**src/rtl/ptg_pkg.sv**
```systemverilog
// package: register map, field positions, constants and types of the test block
package ptg_pkg;

  // ----------------------------------------------------------------
  // register byte offsets
  // ----------------------------------------------------------------
  localparam logic [4:0] OFF_CTRL = 5'h00;
  localparam logic [4:0] OFF_GEN0 = 5'h04;
  localparam logic [4:0] OFF_GEN1 = 5'h08;
  localparam logic [4:0] OFF_GOOD = 5'h0C;
  localparam logic [4:0] OFF_BAD = 5'h10;
  localparam logic [4:0] OFF_ISTAT = 5'h14;
  localparam logic [4:0] OFF_IMASK = 5'h18;
  localparam logic [4:0] OFF_STAT = 5'h1C;

  // ----------------------------------------------------------------
  // control register fields
  // ----------------------------------------------------------------
  localparam int B_GEN_EN = 0;
  localparam int B_START = 1;
  localparam int B_CONT = 2;
  localparam int B_FCS_BAD = 3;
  localparam int B_ISOLATE = 4;
  localparam int B_FAR = 5;
  localparam int B_NEAR = 6;
  localparam int B_DIAG = 7;
  localparam int B_CONN = 8;
  localparam int B_SWAP_OFF = 9;
  localparam int B_ANEG = 10;
  localparam int B_DUPLEX = 11;
  localparam int B_SPEED = 12;
  localparam logic [31:0] CTRL_RST = 32'h0000_2C00;
  localparam logic [1:0] SPD_1000 = 2'h2;

  // ----------------------------------------------------------------
  // generator configuration and counter fields
  // ----------------------------------------------------------------
  localparam int B_SRC = 0;
  localparam int B_DST = 8;
  localparam logic [31:0] GEN0_RST = 32'h0000_0201;
  localparam int B_LEN = 0;
  localparam int B_IPG = 16;
  localparam int B_PAT = 24;
  localparam logic [31:0] GEN1_RST = 32'hA50C_0040;
  localparam int B_RXFLAG = 15;
  localparam int GOOD_W = 14;
  localparam int BAD_W = 8;
  localparam logic [13:0] GOOD_MAX = 14'h270F;
  localparam logic [7:0] BAD_MAX = 8'hFF;

  // ----------------------------------------------------------------
  // interrupt and status bits
  // ----------------------------------------------------------------
  localparam int IRQ_W = 3;
  localparam int I_RXFRAME = 0;
  localparam int I_GENDONE = 1;
  localparam int I_BADCRC = 2;
  localparam int S_LINK = 0;
  localparam int S_GEN = 1;

  // ----------------------------------------------------------------
  // frame constants
  // ----------------------------------------------------------------
  localparam logic [7:0] PRE_BYTE = 8'h55;
  localparam logic [7:0] SFD_BYTE = 8'hD5;
  localparam logic [7:0] LADMIN = 8'h02;
  localparam logic [10:0] FRM_OVH = 11'h012;
  localparam logic [10:0] PRE_LAST = 11'h007;
  localparam logic [31:0] CRC_INIT = 32'hFFFF_FFFF;
  localparam logic [31:0] CRC_POLY = 32'hEDB8_8320;
  localparam logic [31:0] CRC_RESIDUE = 32'hDEBB_20E3;
  localparam int FRAME_LIMIT_DEF = 30_000_000;

  // ----------------------------------------------------------------
  // types
  // ----------------------------------------------------------------
  typedef struct packed {
    logic en;
    logic [7:0] d;
  } ptg_strm_type;

  typedef enum logic [2:0] {G_IDLE, G_PRE, G_DATA, G_FCS, G_GAP}
    ptg_gen_state_type;
  typedef enum logic [1:0] {R_IDLE, R_PRE, R_DATA} ptg_rx_state_type;

  function automatic logic [31:0] ptg_merge(logic [31:0] o, logic [31:0] n,
                                            logic [3:0] sel);
    logic [31:0] r;
    r = o;
    for (int i = 0; i < 4; i++)
      if (sel[i])
        r[8*i +: 8] = n[8*i +: 8];
    return r;
  endfunction

endpackage

```
**src/rtl/ptg_sync.sv**
```systemverilog
// two-flop synchroniser for inputs from outside the clock domain
`timescale 1ns/1ns
`default_nettype none
module ptg_sync
  import ptg_pkg::*;
#(
  parameter int W = 1
)
(
  // clock and reset
  input wire logic clk,
  input wire logic arst_n,
  // asynchronous in, synchronised out
  input wire logic [W-1:0] d,
  output logic [W-1:0] q
);
  logic [W-1:0] meta_q;

  always_ff @(posedge clk or negedge arst_n)
  begin
    if (!arst_n)
    begin
      meta_q <= '0;
      q <= '0;
    end
    else
    begin
      meta_q <= d;
      q <= meta_q;
    end
  end
endmodule // ptg_sync
`default_nettype wire

```
**src/rtl/ptg_crc32.sv**
```systemverilog
// byte-wide frame check sequence register, reflected polynomial
`timescale 1ns/1ns
`default_nettype none
module ptg_crc32
  import ptg_pkg::*;
(
  // clock and reset
  input wire logic clk,
  input wire logic arst_n,
  // control and data
  input wire logic init,
  input wire logic en,
  input wire logic [7:0] d,
  output logic [31:0] crc
);
  function automatic logic [31:0] step(logic [31:0] c, logic [7:0] b);
    logic [31:0] r;
    r = c ^ {24'h00_0000, b};
    for (int i = 0; i < 8; i++)
      r = r[0] ? ((r >> 1) ^ CRC_POLY) : (r >> 1);
    return r;
  endfunction

  always_ff @(posedge clk or negedge arst_n)
  begin
    if (!arst_n)
      crc <= CRC_INIT;
    else if (init)
      crc <= CRC_INIT;
    else if (en)
      crc <= step(crc, d);
  end
endmodule // ptg_crc32
`default_nettype wire

```
**src/rtl/ptg_top.sv**
```systemverilog
// packet generator, frame check counters and loopback paths of the phy
// Behaviour
// - with the generator enabled and neither loopback set, media transmit comes only from it.
// - receive outputs to the mac stay driven unless isolate is set.
// - setting start makes the generator send frames from its config.
// - config gives addresses, length, gap, fcs state, duration, pattern.
// - without continuous mode, start clears itself after the frame limit.
// - a 14-bit good-crc counter and an 8-bit bad-crc counter exist.
// - each received frame sets a flag and bumps exactly one counter.
// - reading a counter clears it.
// - the good counter wraps from 9999 to zero.
// - the bad counter saturates at 255.
// - far-end loopback sends received media data back to the media.
// - far-end loopback also feeds the mac and ignores mac transmit.
// - near-end loopback returns mac transmit to mac and sends nothing.
// - negotiation, speed and duplex settings hold in connector loopback.
// - diagnostics drop a 10/100 link and leave a gigabit link alone.
//
// Our own choices: register access over Wishbone and the register offsets.
`timescale 1ns/1ns
`default_nettype none
module ptg_top
  import ptg_pkg::*;
#(
  parameter int FRAME_LIMIT = FRAME_LIMIT_DEF
)
(
  // clock and reset
  input wire logic clk,
  input wire logic arst_n,
  // wishbone slave
  input wire logic wbCyc,
  input wire logic wbStb,
  input wire logic wbWe,
  input wire logic [4:0] wbAdr,
  input wire logic [3:0] wbSel,
  input wire logic [31:0] wbDatW,
  output logic [31:0] wbDatR,
  output logic wbAck,
  // mac side
  input wire ptg_strm_type macTx,
  output ptg_strm_type macRx,
  output logic macRxOe,
  // media side, sampled on the rising link clock edges
  input wire logic linkClk,
  input wire ptg_strm_type mediaRx,
  input wire logic linkOk,
  output ptg_strm_type mediaTx,
  // line configuration and status
  output logic linkUp,
  output logic anegEn,
  output logic [1:0] speedSel,
  output logic fullDuplex,
  output logic connLoop,
  output logic pairSwapOff,
  // interrupt
  output logic irq
);
  localparam int FC_W = $clog2(FRAME_LIMIT + 1);

  logic [31:0] ctrl_q, gen0_q, gen1_q, rdData;
  logic [IRQ_W-1:0] istat_q, imask_q, iev;
  logic [GOOD_W-1:0] goodCnt_q, goodBase;
  logic [BAD_W-1:0] badCnt_q, badBase;
  logic rxFlag_q, busReq, wrAcc, rdAcc, wrCtrl;
  logic rdGood, rdBad, rdStat;
  logic [4:0] adr;
  logic lcS, lcPrev_q, linkEdge, linkOkS;
  ptg_strm_type mRx, mTx, gOut_q;
  ptg_gen_state_type gst_q;
  ptg_rx_state_type rst_q;
  logic [10:0] gcnt_q, genLen, payLen;
  logic [7:0] dataByte, fcsByte;
  logic [31:0] gCrc, rCrc;
  logic [FC_W-1:0] frameCnt_q;
  logic genRun, frameSent, genDone, frameEnd, goodEv, badEv;

  // ----------------------------------------------------------------
  // input synchronisers and link clock edge
  // ----------------------------------------------------------------
  ptg_sync #(.W(20)) uSync (
    .clk(clk),
    .arst_n(arst_n),
    .d({linkClk, linkOk, mediaRx, macTx}),
    .q({lcS, linkOkS, mRx, mTx})
  );

  always_ff @(posedge clk or negedge arst_n)
  begin
    if (!arst_n)
      lcPrev_q <= 1'b0;
    else
      lcPrev_q <= lcS;
  end
  assign linkEdge = lcS & ~lcPrev_q;

  // ----------------------------------------------------------------
  // wishbone slave
  // ----------------------------------------------------------------
  assign adr = {wbAdr[4:2], 2'b00};
  assign busReq = wbCyc & wbStb & ~wbAck;
  assign wrAcc = busReq & wbWe;
  assign rdAcc = busReq & ~wbWe;
  assign wrCtrl = wrAcc && adr == OFF_CTRL;
  assign rdGood = rdAcc && adr == OFF_GOOD;
  assign rdBad = rdAcc && adr == OFF_BAD;
  assign rdStat = rdAcc && adr == OFF_ISTAT;

  always_comb
  begin
    rdData = 32'h0000_0000;
    case (adr)
      OFF_CTRL: rdData = ctrl_q;
      OFF_GEN0: rdData = gen0_q;
      OFF_GEN1: rdData = gen1_q;
      OFF_GOOD: rdData = {16'h0000, rxFlag_q, 1'b0, goodCnt_q};
      OFF_BAD: rdData = {24'h00_0000, badCnt_q};
      OFF_ISTAT: rdData = {29'h0000_0000, istat_q};
      OFF_IMASK: rdData = {29'h0000_0000, imask_q};
      OFF_STAT: rdData = {30'h0000_0000, gst_q != G_IDLE, linkUp};
      default: rdData = 32'h0000_0000;
    endcase
  end

  always_ff @(posedge clk or negedge arst_n)
  begin
    if (!arst_n)
    begin
      wbAck <= 1'b0;
      wbDatR <= 32'h0000_0000;
    end
    else
    begin
      wbAck <= busReq;
      wbDatR <= rdAcc ? rdData : 32'h0000_0000;
    end
  end

  // ----------------------------------------------------------------
  // configuration registers
  // ----------------------------------------------------------------
  always_ff @(posedge clk or negedge arst_n)
  begin
    if (!arst_n)
      ctrl_q <= CTRL_RST;
    else if (wrCtrl)
      ctrl_q <= ptg_merge(ctrl_q, wbDatW, wbSel);
    else if (genDone)
      ctrl_q[B_START] <= 1'b0;
  end

  always_ff @(posedge clk or negedge arst_n)
  begin
    if (!arst_n)
    begin
      gen0_q <= GEN0_RST;
      gen1_q <= GEN1_RST;
      imask_q <= '0;
    end
    else if (wrAcc)
    begin
      if (adr == OFF_GEN0)
        gen0_q <= ptg_merge(gen0_q, wbDatW, wbSel);
      if (adr == OFF_GEN1)
        gen1_q <= ptg_merge(gen1_q, wbDatW, wbSel);
      if (adr == OFF_IMASK && wbSel[0])
        imask_q <= wbDatW[IRQ_W-1:0];
    end
  end

  // ----------------------------------------------------------------
  // packet generator
  // ----------------------------------------------------------------
  assign genRun = ctrl_q[B_GEN_EN] & ctrl_q[B_START];
  assign genLen = gen1_q[B_LEN +: 11];
  assign payLen = genLen - FRM_OVH;
  assign frameSent = linkEdge && gst_q == G_FCS && gcnt_q == 11'h003;
  assign genDone = frameSent && !ctrl_q[B_CONT] &&
                   frameCnt_q == FC_W'(FRAME_LIMIT - 1);

  // header bytes: locally administered addresses, then length field
  always_comb
  begin
    dataByte = gen1_q[B_PAT +: 8];
    if (gcnt_q < 11'h006)
      dataByte = gcnt_q == 11'h000 ? LADMIN :
                 gcnt_q == 11'h005 ? gen0_q[B_DST +: 8] : 8'h00;
    else if (gcnt_q < 11'h00C)
      dataByte = gcnt_q == 11'h006 ? LADMIN :
                 gcnt_q == 11'h00B ? gen0_q[B_SRC +: 8] : 8'h00;
    else if (gcnt_q == 11'h00C)
      dataByte = {5'h00, payLen[10:8]};
    else if (gcnt_q == 11'h00D)
      dataByte = payLen[7:0];
  end

  // fcs sent low byte first; the bad option inverts it
  always_comb
  begin
    fcsByte = ~gCrc[8*gcnt_q[1:0] +: 8];
    if (ctrl_q[B_FCS_BAD])
      fcsByte = ~fcsByte;
  end

  ptg_crc32 uGenCrc (
    .clk(clk),
    .arst_n(arst_n),
    .init(gst_q == G_PRE),
    .en(linkEdge && gst_q == G_DATA),
    .d(dataByte),
    .crc(gCrc)
  );

  always_ff @(posedge clk or negedge arst_n)
  begin
    if (!arst_n)
    begin
      gst_q <= G_IDLE;
      gcnt_q <= 11'h000;
      gOut_q <= '0;
    end
    else if (linkEdge)
    begin
      case (gst_q)
        G_IDLE:
        begin
          gOut_q <= '0;
          gcnt_q <= 11'h000;
          if (genRun)
            gst_q <= G_PRE;
        end
        G_PRE:
        begin
          gOut_q <= {1'b1, gcnt_q == PRE_LAST ? SFD_BYTE : PRE_BYTE};
          gcnt_q <= gcnt_q == PRE_LAST ? 11'h000 : gcnt_q + 11'h001;
          if (gcnt_q == PRE_LAST)
            gst_q <= G_DATA;
        end
        G_DATA:
        begin
          gOut_q <= {1'b1, dataByte};
          gcnt_q <= gcnt_q + 11'h001;
          if (gcnt_q == genLen - 11'h005)
          begin
            gst_q <= G_FCS;
            gcnt_q <= 11'h000;
          end
        end
        G_FCS:
        begin
          gOut_q <= {1'b1, fcsByte};
          gcnt_q <= gcnt_q + 11'h001;
          if (gcnt_q == 11'h003)
          begin
            gst_q <= G_GAP;
            gcnt_q <= 11'h000;
          end
        end
        G_GAP:
        begin
          gOut_q <= '0;
          gcnt_q <= gcnt_q + 11'h001;
          if (gcnt_q >= {3'h0, gen1_q[B_IPG +: 8]})
            gst_q <= G_IDLE;
        end
        default:
          gst_q <= G_IDLE;
      endcase
    end
  end

  always_ff @(posedge clk or negedge arst_n)
  begin
    if (!arst_n)
      frameCnt_q <= '0;
    else if (!ctrl_q[B_START] || genDone)
      frameCnt_q <= '0;
    else if (frameSent)
      frameCnt_q <= frameCnt_q + FC_W'(1);
  end

  // ----------------------------------------------------------------
  // data path selection
  // ----------------------------------------------------------------
  always_ff @(posedge clk or negedge arst_n)
  begin
    if (!arst_n)
    begin
      mediaTx <= '0;
      macRx <= '0;
      macRxOe <= 1'b0;
    end
    else
    begin
      macRxOe <= !ctrl_q[B_ISOLATE];
      if (linkEdge)
      begin
        if (ctrl_q[B_NEAR])
          mediaTx <= '0;
        else if (ctrl_q[B_FAR])
          mediaTx <= mRx;
        else if (ctrl_q[B_GEN_EN])
          mediaTx <= gOut_q;
        else
          mediaTx <= mTx;
        if (ctrl_q[B_ISOLATE])
          macRx <= '0;
        else if (ctrl_q[B_NEAR])
          macRx <= mTx;
        else
          macRx <= mRx;
      end
    end
  end

  // ----------------------------------------------------------------
  // line configuration, diagnostics link drop
  // ----------------------------------------------------------------
  always_ff @(posedge clk or negedge arst_n)
  begin
    if (!arst_n)
    begin
      linkUp <= 1'b0;
      anegEn <= 1'b0;
      speedSel <= 2'h0;
      fullDuplex <= 1'b0;
      connLoop <= 1'b0;
      pairSwapOff <= 1'b0;
    end
    else
    begin
      linkUp <= linkOkS && !(ctrl_q[B_DIAG] &&
                ctrl_q[B_SPEED +: 2] != SPD_1000);
      anegEn <= ctrl_q[B_ANEG];
      speedSel <= ctrl_q[B_SPEED +: 2];
      fullDuplex <= ctrl_q[B_DUPLEX];
      connLoop <= ctrl_q[B_CONN];
      pairSwapOff <= ctrl_q[B_SWAP_OFF] & connLoop;
    end
  end

  // ----------------------------------------------------------------
  // receive frame checker
  // ----------------------------------------------------------------
  assign frameEnd = linkEdge && rst_q == R_DATA && !mRx.en;
  assign goodEv = frameEnd && rCrc == CRC_RESIDUE;
  assign badEv = frameEnd && rCrc != CRC_RESIDUE;

  ptg_crc32 uRxCrc (
    .clk(clk),
    .arst_n(arst_n),
    .init(linkEdge && rst_q != R_DATA),
    .en(linkEdge && rst_q == R_DATA && mRx.en),
    .d(mRx.d),
    .crc(rCrc)
  );

  always_ff @(posedge clk or negedge arst_n)
  begin
    if (!arst_n)
      rst_q <= R_IDLE;
    else if (linkEdge)
    begin
      case (rst_q)
        R_IDLE:
          if (mRx.en)
            rst_q <= mRx.d == SFD_BYTE ? R_DATA : R_PRE;
        R_PRE:
          if (!mRx.en)
            rst_q <= R_IDLE;
          else if (mRx.d == SFD_BYTE)
            rst_q <= R_DATA;
        R_DATA:
          if (!mRx.en)
            rst_q <= R_IDLE;
        default:
          rst_q <= R_IDLE;
      endcase
    end
  end

  // ----------------------------------------------------------------
  // crc counters, clear on read, event after clear
  // ----------------------------------------------------------------
  assign goodBase = rdGood ? '0 : goodCnt_q;
  assign badBase = rdBad ? '0 : badCnt_q;

  always_ff @(posedge clk or negedge arst_n)
  begin
    if (!arst_n)
    begin
      goodCnt_q <= '0;
      badCnt_q <= '0;
      rxFlag_q <= 1'b0;
    end
    else
    begin
      if (goodEv)
        goodCnt_q <= goodBase == GOOD_MAX ? '0 : goodBase + 14'h0001;
      else
        goodCnt_q <= goodBase;
      if (badEv && badBase != BAD_MAX)
        badCnt_q <= badBase + 8'h01;
      else
        badCnt_q <= badBase;
      rxFlag_q <= frameEnd | (rxFlag_q & ~rdGood);
    end
  end

  // ----------------------------------------------------------------
  // interrupts
  // ----------------------------------------------------------------
  assign iev = {badEv, genDone, frameEnd};

  always_ff @(posedge clk or negedge arst_n)
  begin
    if (!arst_n)
    begin
      istat_q <= '0;
      irq <= 1'b0;
    end
    else
    begin
      istat_q <= (rdStat ? '0 : istat_q) | iev;
      irq <= |(istat_q & imask_q);
    end
  end
endmodule // ptg_top
`default_nettype wire

```
**config.mk**
```make
export PLATFORM = sky130hd
export DESIGN_NAME = ptg_top
export DESIGN_NICKNAME = d
export VERILOG_FILES = /design/src/rtl/ptg_pkg.sv /design/src/rtl/ptg_sync.sv /design/src/rtl/ptg_crc32.sv /design/src/rtl/ptg_top.sv
export SDC_FILE = /design/constraint.sdc
export NUM_CORES = 1
export LEC_CHECK = 0
export BUFFER_PORTS_ARGS = -buffer_cell sky130_fd_sc_hd__buf_2
export CORE_ASPECT_RATIO = 0.7
export CORE_MARGIN = 1.5
export CORE_UTILIZATION = 50
export CTS_BUF_LIST = sky130_fd_sc_hd__clkbuf_8 sky130_fd_sc_hd__clkbuf_16
export CTS_CLUSTER_SIZE = 20
export DETAILED_ROUTE_END_ITERATION = 10
export PLACE_DENSITY = 0.68
export RECOVER_POWER = 100
export SKIP_CTS_REPAIR_TIMING = 1
export SLEW_MARGIN = 5
export SYNTH_ARGS = -nofsm -noshare
export SYNTH_HDL_FRONTEND = slang
export SYNTH_SLANG_ARGS = --single-unit
```
**constraint.sdc**
```tcl
create_clock -name clk -period 4.5 [get_ports clk]
set_input_delay 0.45 -clock clk [delete_from_list [all_inputs] [get_ports clk]]
set_output_delay 0.45 -clock clk [all_outputs]
set_load 0.005 [all_outputs]
```
### After elaboration in Yosys (flattened, before gate mapping)

Cells that the tools add are included.

| storage, ports and cells | value |
|---|---|
| bits of input ports | 66 |
| logic and storage cells | 247 |
| register bits | 340 |

| cells by class | value |
|---|---|
| shift-type cells | 1 |
| bitwise operators | 35 |
| mux-type cells | 65 |
| equal/unequal tests | 38 |
| reduce and logical (&&, ||, !) cells | 56 |
| $add $sub $neg | 6 |
| order comparisons | 3 |

Operators by type and width:

| kind | number |
|---|---|
| $mux W32 | 21 |
| $pmux W32 S8 | 1 |
| $not A13 Y14 | 16 |
| $mux W8 | 12 |
| $xor A32 B8 Y32 | 2 |
| $pmux W11 S5 | 1 |
| $mux W25 | 2 |
| $mux W9 | 5 |
| $mux W14 | 3 |
| $pmux W9 S4 | 1 |
| $eq A11 B3 Y1 const B | 3 |
| $eq A11 B4 Y1 const B | 3 |
| $mux W11 | 3 |
| $eq A32 B32 Y1 const B | 1 |
| $ne A32 B32 Y1 const B | 1 |
| $shiftx A32 B6 Y8 | 1 |
| $add A25 B1 Y25 const B | 1 |
| $eq A25 B25 Y1 const B | 1 |
| $reduce_and A3 Y1 | 8 |
| $logic_and A1 B1 Y1 | 19 |
| $mux W3 | 6 |
| $not A8 Y8 | 2 |
| $reduce_and A2 Y1 | 8 |
| $eq A3 B3 Y1 const B | 5 |
| other kinds (43) | 78 |

### Longest topological paths before layout

| depth | value |
|---|---|
| word-level depth | 24 |
| depth in mapped cells | 14 |
| depth with buffers taken out | 12 |

### Modules after synthesis

From an unflattened synthesis, not the netlist that was laid out.

| unflattened totals | value |
|---|---|
| cell total of the unflattened synthesis | 1,613 |
| area total of the unflattened synthesis | 17,613.1 µm² |

Modules (own cells, without submodules):

| module | area each (µm²) | sequential area each (µm²) | cells an instance | instances |
|---|---|---|---|---|
| ptg_top | 12,478.2 | 5,920.7 | 1,188 | 1 |
| ptg_crc32 (uGenCrc) | 2,078.2 | 840.8 | 192 | 1 |
| ptg_crc32 (uRxCrc) | 2,055.7 | 840.8 | 193 | 1 |
| ptg_sync | 1,001.0 | 1,001.0 | 40 | 1 |

### Worst setup path before layout

OpenSTA, ideal clock, no wires.

| path | value |
|---|---|
| kind | reg2reg |
| start point | reg gcnt_q[1] |
| end point | reg uGenCrc.crc[19] |
| arrival | 3.589 ns |
| required time | 4.427 ns |
| path slack | 0.838 ns |
| stages on the path, launching flop included | 13 |
| cells stage by stage | dfrtp_1 -> clkbuf_1 -> inv_1 -> ha_1 -> or4b_2 -> or4_1 -> o21ai_0 -> o22a_4 -> xor2_4 -> xnor2_4 -> xnor2_4 -> xnor3_1 -> a21oi_1 |

| on the way | value |
|---|---|
| cells in the longest elaborated chain, start to end | 21 |
| elaborated cells between the ends (all ways) | 34 |
| those cells by class | order compare (2); eq/ne (5); mux (18); bitwise (8); reduce/logical (1) |

RTL lines:

| element | RTL line | text |
|---|---|---|
| start: declaration | ptg_top.sv:72 | `logic [10:0] gcnt_q, genLen, payLen;` |
| start signal: assignment | ptg_top.sv:235 | `gcnt_q <= gcnt_q == PRE_LAST ? 11'h000 : gcnt_q + 11'h001;` |
| start signal: assignment | ptg_top.sv:242 | `gcnt_q <= gcnt_q + 11'h001;` |
| start signal: assignment | ptg_top.sv:252 | `gcnt_q <= gcnt_q + 11'h001;` |
| parallel branches: the longest is 4 deep, another holds $lt A11 B4 Y1 | - |  |
| $mux W8 * | ptg_top.sv:185 | `if (gcnt_q < 11'h006)` |
| $xor A32 B8 Y32 * | ptg_crc32.sv:18 | `r = c ^ {24'h00_0000, b};` |
| $mux W32 * (2 in a row) | ptg_crc32.sv:20 | `r = r[0] ? ((r >> 1) ^ CRC_POLY) : (r >> 1);` |
| $not A13 Y14 (no line) | - |  |
| $mux W32 * | ptg_crc32.sv:20 |  |
| $not A13 Y14 (no line) | - |  |
| $mux W32 * (2 in a row) | ptg_crc32.sv:20 |  |
| $not A13 Y14 (no line) | - |  |
| $mux W32 * | ptg_crc32.sv:20 |  |
| $not A13 Y14 (no line) | - |  |
| $mux W32 * | ptg_crc32.sv:20 |  |
| $not A13 Y14 (no line) | - |  |
| $mux W32 * | ptg_crc32.sv:20 |  |
| $mux W32 * | ptg_crc32.sv:30 | `else if (en)` |
| $mux W32 * | ptg_crc32.sv:28 | `else if (init)` |
| end signal: assignment | ptg_crc32.sv:31 | `crc <= step(crc, d);` |
| end: declaration | ptg_crc32.sv:14 | `output logic [31:0] crc` |

Mark *: on every way between the ends. The select of a mux whose other input is x is not followed.
A chain may end at the register's enable or synchronous reset.

### Worst setup path in the final report

| path | value |
|---|---|
| start point | reg gcnt_q[1] |
| end point | reg uGenCrc.crc[18] |

| on the way | value |
|---|---|
| cells in the longest elaborated chain, start to end | 20 |
| elaborated cells between the ends (all ways) | 32 |
| those cells by class | order compare (2); eq/ne (5); mux (18); bitwise (6); reduce/logical (1) |

RTL lines:

| element | RTL line |
|---|---|
| parallel branches: the longest is 4 deep, another holds $lt A11 B4 Y1 | - |
| $mux W8 * | ptg_top.sv:185 |
| $xor A32 B8 Y32 * | ptg_crc32.sv:18 |
| $mux W32 * (2 in a row) | ptg_crc32.sv:20 |
| $not A13 Y14 (no line) | - |
| $mux W32 * (2 in a row) | ptg_crc32.sv:20 |
| $not A13 Y14 (no line) | - |
| $mux W32 * | ptg_crc32.sv:20 |
| $not A13 Y14 (no line) | - |
| $mux W32 * | ptg_crc32.sv:20 |
| $not A13 Y14 (no line) | - |
| $mux W32 * (2 in a row) | ptg_crc32.sv:20 |
| $mux W32 * | ptg_crc32.sv:30 |
| $mux W32 * | ptg_crc32.sv:28 |

Marks and branches as above.

==> results.yml <==
status:
  outcome: "finished, violations left"
  violations: "max-capacitance violations, max-slew violations"
clocking:
  clock_latency_ns: 0.52
  path_clk_slew_ns: 0.07
  htree_num_levels: 2
  clock_sinks: 340
  tritoncts: "done"
  cts_max_path_buffers: 3
  numCtsBuffers: 34
  ctsRootBufferMaster: "clkbuf_16"
power:
  p_int_mw: 6.37
  power_switching_mw: 2.92
  finalPower_mw: 9.29
  p_leak_nw: 8.30
  pwr-share-clk_pct: 31.7
  pwr-share-comb_pct: 27.7
  p_per_area_mw_per_mm2: 481
  peakVddDrop_uv: 255
  share_seq_of_total_power_pct: 40.7
  switching_share_pct: 31.5
die:
  dieHeight_microns: 158
  core.rowCount: 56
  die_area_sq_mm: 0.0355
  core_area_sq_mm: 0.0336
  dieWidth_microns: 225
  pin_count: 126
  initial_core_util_pct: 51.1
worst_setup_path:
  reg2reg_from: "gcnt_q[1]"
  r2r_slack_ns: 0.41
  crit_type: "flip-flop to flip-flop"
  cp-end-kind: "flip-flop"
  cp_max_fo: 7
  required_ns: 4.89
  reg2reg_depth: 11
  cp-start-kind: "flip-flop"
  arrival_ns: 4.48
  reg2reg_to: "uGenCrc.crc[18]"
min_path:
  hold_class: "input pin to flip-flop"
  hold-path-endpoint: "uSync.meta_q[18]"
  hold_start: "linkOk"
  hold_depth: 1
logic_synthesis:
  synth_most_common_cell: "dfrtp_1"
  seq_area_frac_synth_pct: 50.1
  synth_common_cells: "264 x dfrtp_1, 143 x nor2_1, 116 x xnor2_1"
  synth_largest_area_cell: "dfrtp_1"
  synth_nets: 1646
  syn_area_sq_mm: 0.0172
  yosysWarningCount: 0
  avgSynthCellArea_sq_um: 11.0
  syn_inst: 1561
  ys.flop_type: "dfrtp_1"
  synth_edf_count: 0
  synth_cell_types: 74
  ys_ff_latch: 340
  async_reset_ff_share_pct: 100
  synth_area_leaders: "dfrtp_1 38%, dfstp_2 12%, mux2_2 7.0%"
  synth.top_cell.area_share_pct: 38.5
timing:
  fin_crit_sh_pct: 90.8
  finClkSkew_ns: 0.0187
  setup_tns_ns: 0
  min_period_ns: 4.09
  setup-violations-final: 0
  fmax_mhz: 245
  slew-limit-headroom_pct: -108
  tightestPinTransition_ns: 3.12
  grt_setup_unrepaired: "false"
  final_hold_viol_count: 0
  setup_ws_ns: 0.414
  drv_slew: 205
place:
  port_buffers: 123
  place_hpwl_microns: 31400
  dpl.cell_count: 2074
  routabilityCongestion: 0.908
  pre_cts_ws_ns: 0.612
finish:
  fin_nets: 1760
  post-route-util_pct: 57.5
  insertedDiodeCount: 0
  area_delta_synth_final_pct: 12.5
  ff_latch_area_sq_mm: 0.00860
  n_fill_cell: 2871
  drive_gt1_share_pct: 21.4
  multi_input_area_sq_mm: 0.00815
  fin_cells: 2134
detailed_routing:
  met2WireLength_microns: 18700
  met1_length_microns: 22000
  vias_per_cell: 5.78
  ant_nets: 0
  vias: 12300
  topRoutingLayerUsed: "met5"
  routed_wl_microns: 44100
  wl_met3_microns: 2720
  drc: 0
  drt_iter0_drc: 1084
  drtPass1Iterations: 7
  wl_per_cell_microns: 20.6
global_routing:
  grt_antenna_before_repair: 1
  grt_usage_pct: 25.2
  grt_max_degree: 125
  grt_pass1_wl_microns: 69400
  gr-total-overflow: 0
  grt_pass1_vias: 12100
run:
  maxCapViolCount: 3
## critical path, cell delays in order, from the launching register on
cell	delay, ns
dfrtp_1	0.37
inv_1	0.09
ha_1	0.31
or4b_2	0.69
nor4_2	0.55
nand2_1	0.13
o211ai_1	0.32
xor2_4	0.33
xnor3_1	0.56
xnor2_1	0.36
xnor2_1	0.17
a21oi_1	0.08
## power by group through the flow
stage	combinational (mW)	sequential, mW	clock (mW)
2_1_floorplan	2.03	3.65	0
3_3_place_gp	2.54	3.81	0
3_5_place_dp	2.57	3.82	0
4_1_cts	2.59	3.77	3.00
5_1_grt	2.81	3.82	3.12
6_report	2.57	3.78	2.94
## through the flow
step | instance area (sq um) | hold slack (ns)
2_1_floorplan | 17200 | 0.154
3_3_place_gp | 18300 | 0.334
3_5_place_dp | 18300 | 0.335
4_1_cts | 19500 | 0.00829
5_1_grt | 19300 | 0.0118
6_report | 19300 | 0.0265
## how the worst max path moves through the flow
stage          startpoint               to  slack, ns  cells past startpoint
3_5_place_dp    gcnt_q[1]  uGenCrc.crc[18]       0.61                     11
5_1_grt          wbAdr[3]      badCnt_q[5]       0.22                     12
2_1_floorplan   gcnt_q[1]  uGenCrc.crc[19]       0.84                     12
4_1_cts         gcnt_q[1]  uGenCrc.crc[18]       0.59                     11
3_3_place_gp    gcnt_q[1]  uGenCrc.crc[18]       0.68                     11
6_report        gcnt_q[1]  uGenCrc.crc[18]       0.41                     11
## cell usage in the layout, fill, tap and decap left out, types with 36 or more instances in the layout
master | Yosys | layout
mux2i_1 | 43 | 43
mux2_2 | 107 | 107
o21ai_0 | 46 | 46
xnor2_1 | 116 | 116
buf_2 | 1 | 72
clkbuf_1 | 56 | 59
dfrtp_1 | 264 | 264
xor2_1 | 69 | 70
nand2_1 | 112 | 112
dfstp_2 | 76 | 72
a21oi_1 | 106 | 106
nor2_1 | 143 | 142
o22a_1 | 36 | 36
nor3_1 | 40 | 39
## kinds of logic (layout without fill, tap and decap cells)
group / Yosys count / in the layout / synth area share, %
AOI/OAI and AO/OA: 277 / 277 / 10.4
xor gates and xnor gates: 200 / 200 / 11.5
adders and majority gates: 19 / 19 / 1.38
buffers and inverters: 104 / 242 / 2.41
DFF: 340 / 340 / 50.1
muxes: 162 / 162 / 11.1
and+or+nand+nor: 459 / 459 / 13.2
## per-layer routing
metal	vias up	global-route usage [%]
met5	-	0
met4	2	5.37
met3	47	4.58
met2	356	36.3
met1	6175	39.3
li1	5745	-
## state kept, by name, summed over array words and instances, names as in the netlist, 2 cells and up
name,count
uGenCrc.crc,32
uSync.q,20
gen0_q,32
imask_q,3
rst_q,2
uRxCrc.crc,32
speedSel,2
gOut_q,9
macRx,9
gst_q,3
uSync.meta_q,20
gcnt_q,11
istat_q,3
ctrl_q,32
gen1_q,32
wbDatR,32
goodCnt_q,14
frameCnt_q,25
badCnt_q,8
mediaTx,9
## cell type report
class                   instances  share of cell area [%]
multi-input cells            1117                    42.2
flip-flops and latches        340                    44.5
inverters                      26                   0.505
clock inverters                20                    1.04
clock buffers                  40                    4.89
well taps                     435                    2.82
repair buffers                156                    4.05
Note: power is estimated with default switching activity, not from simulation.
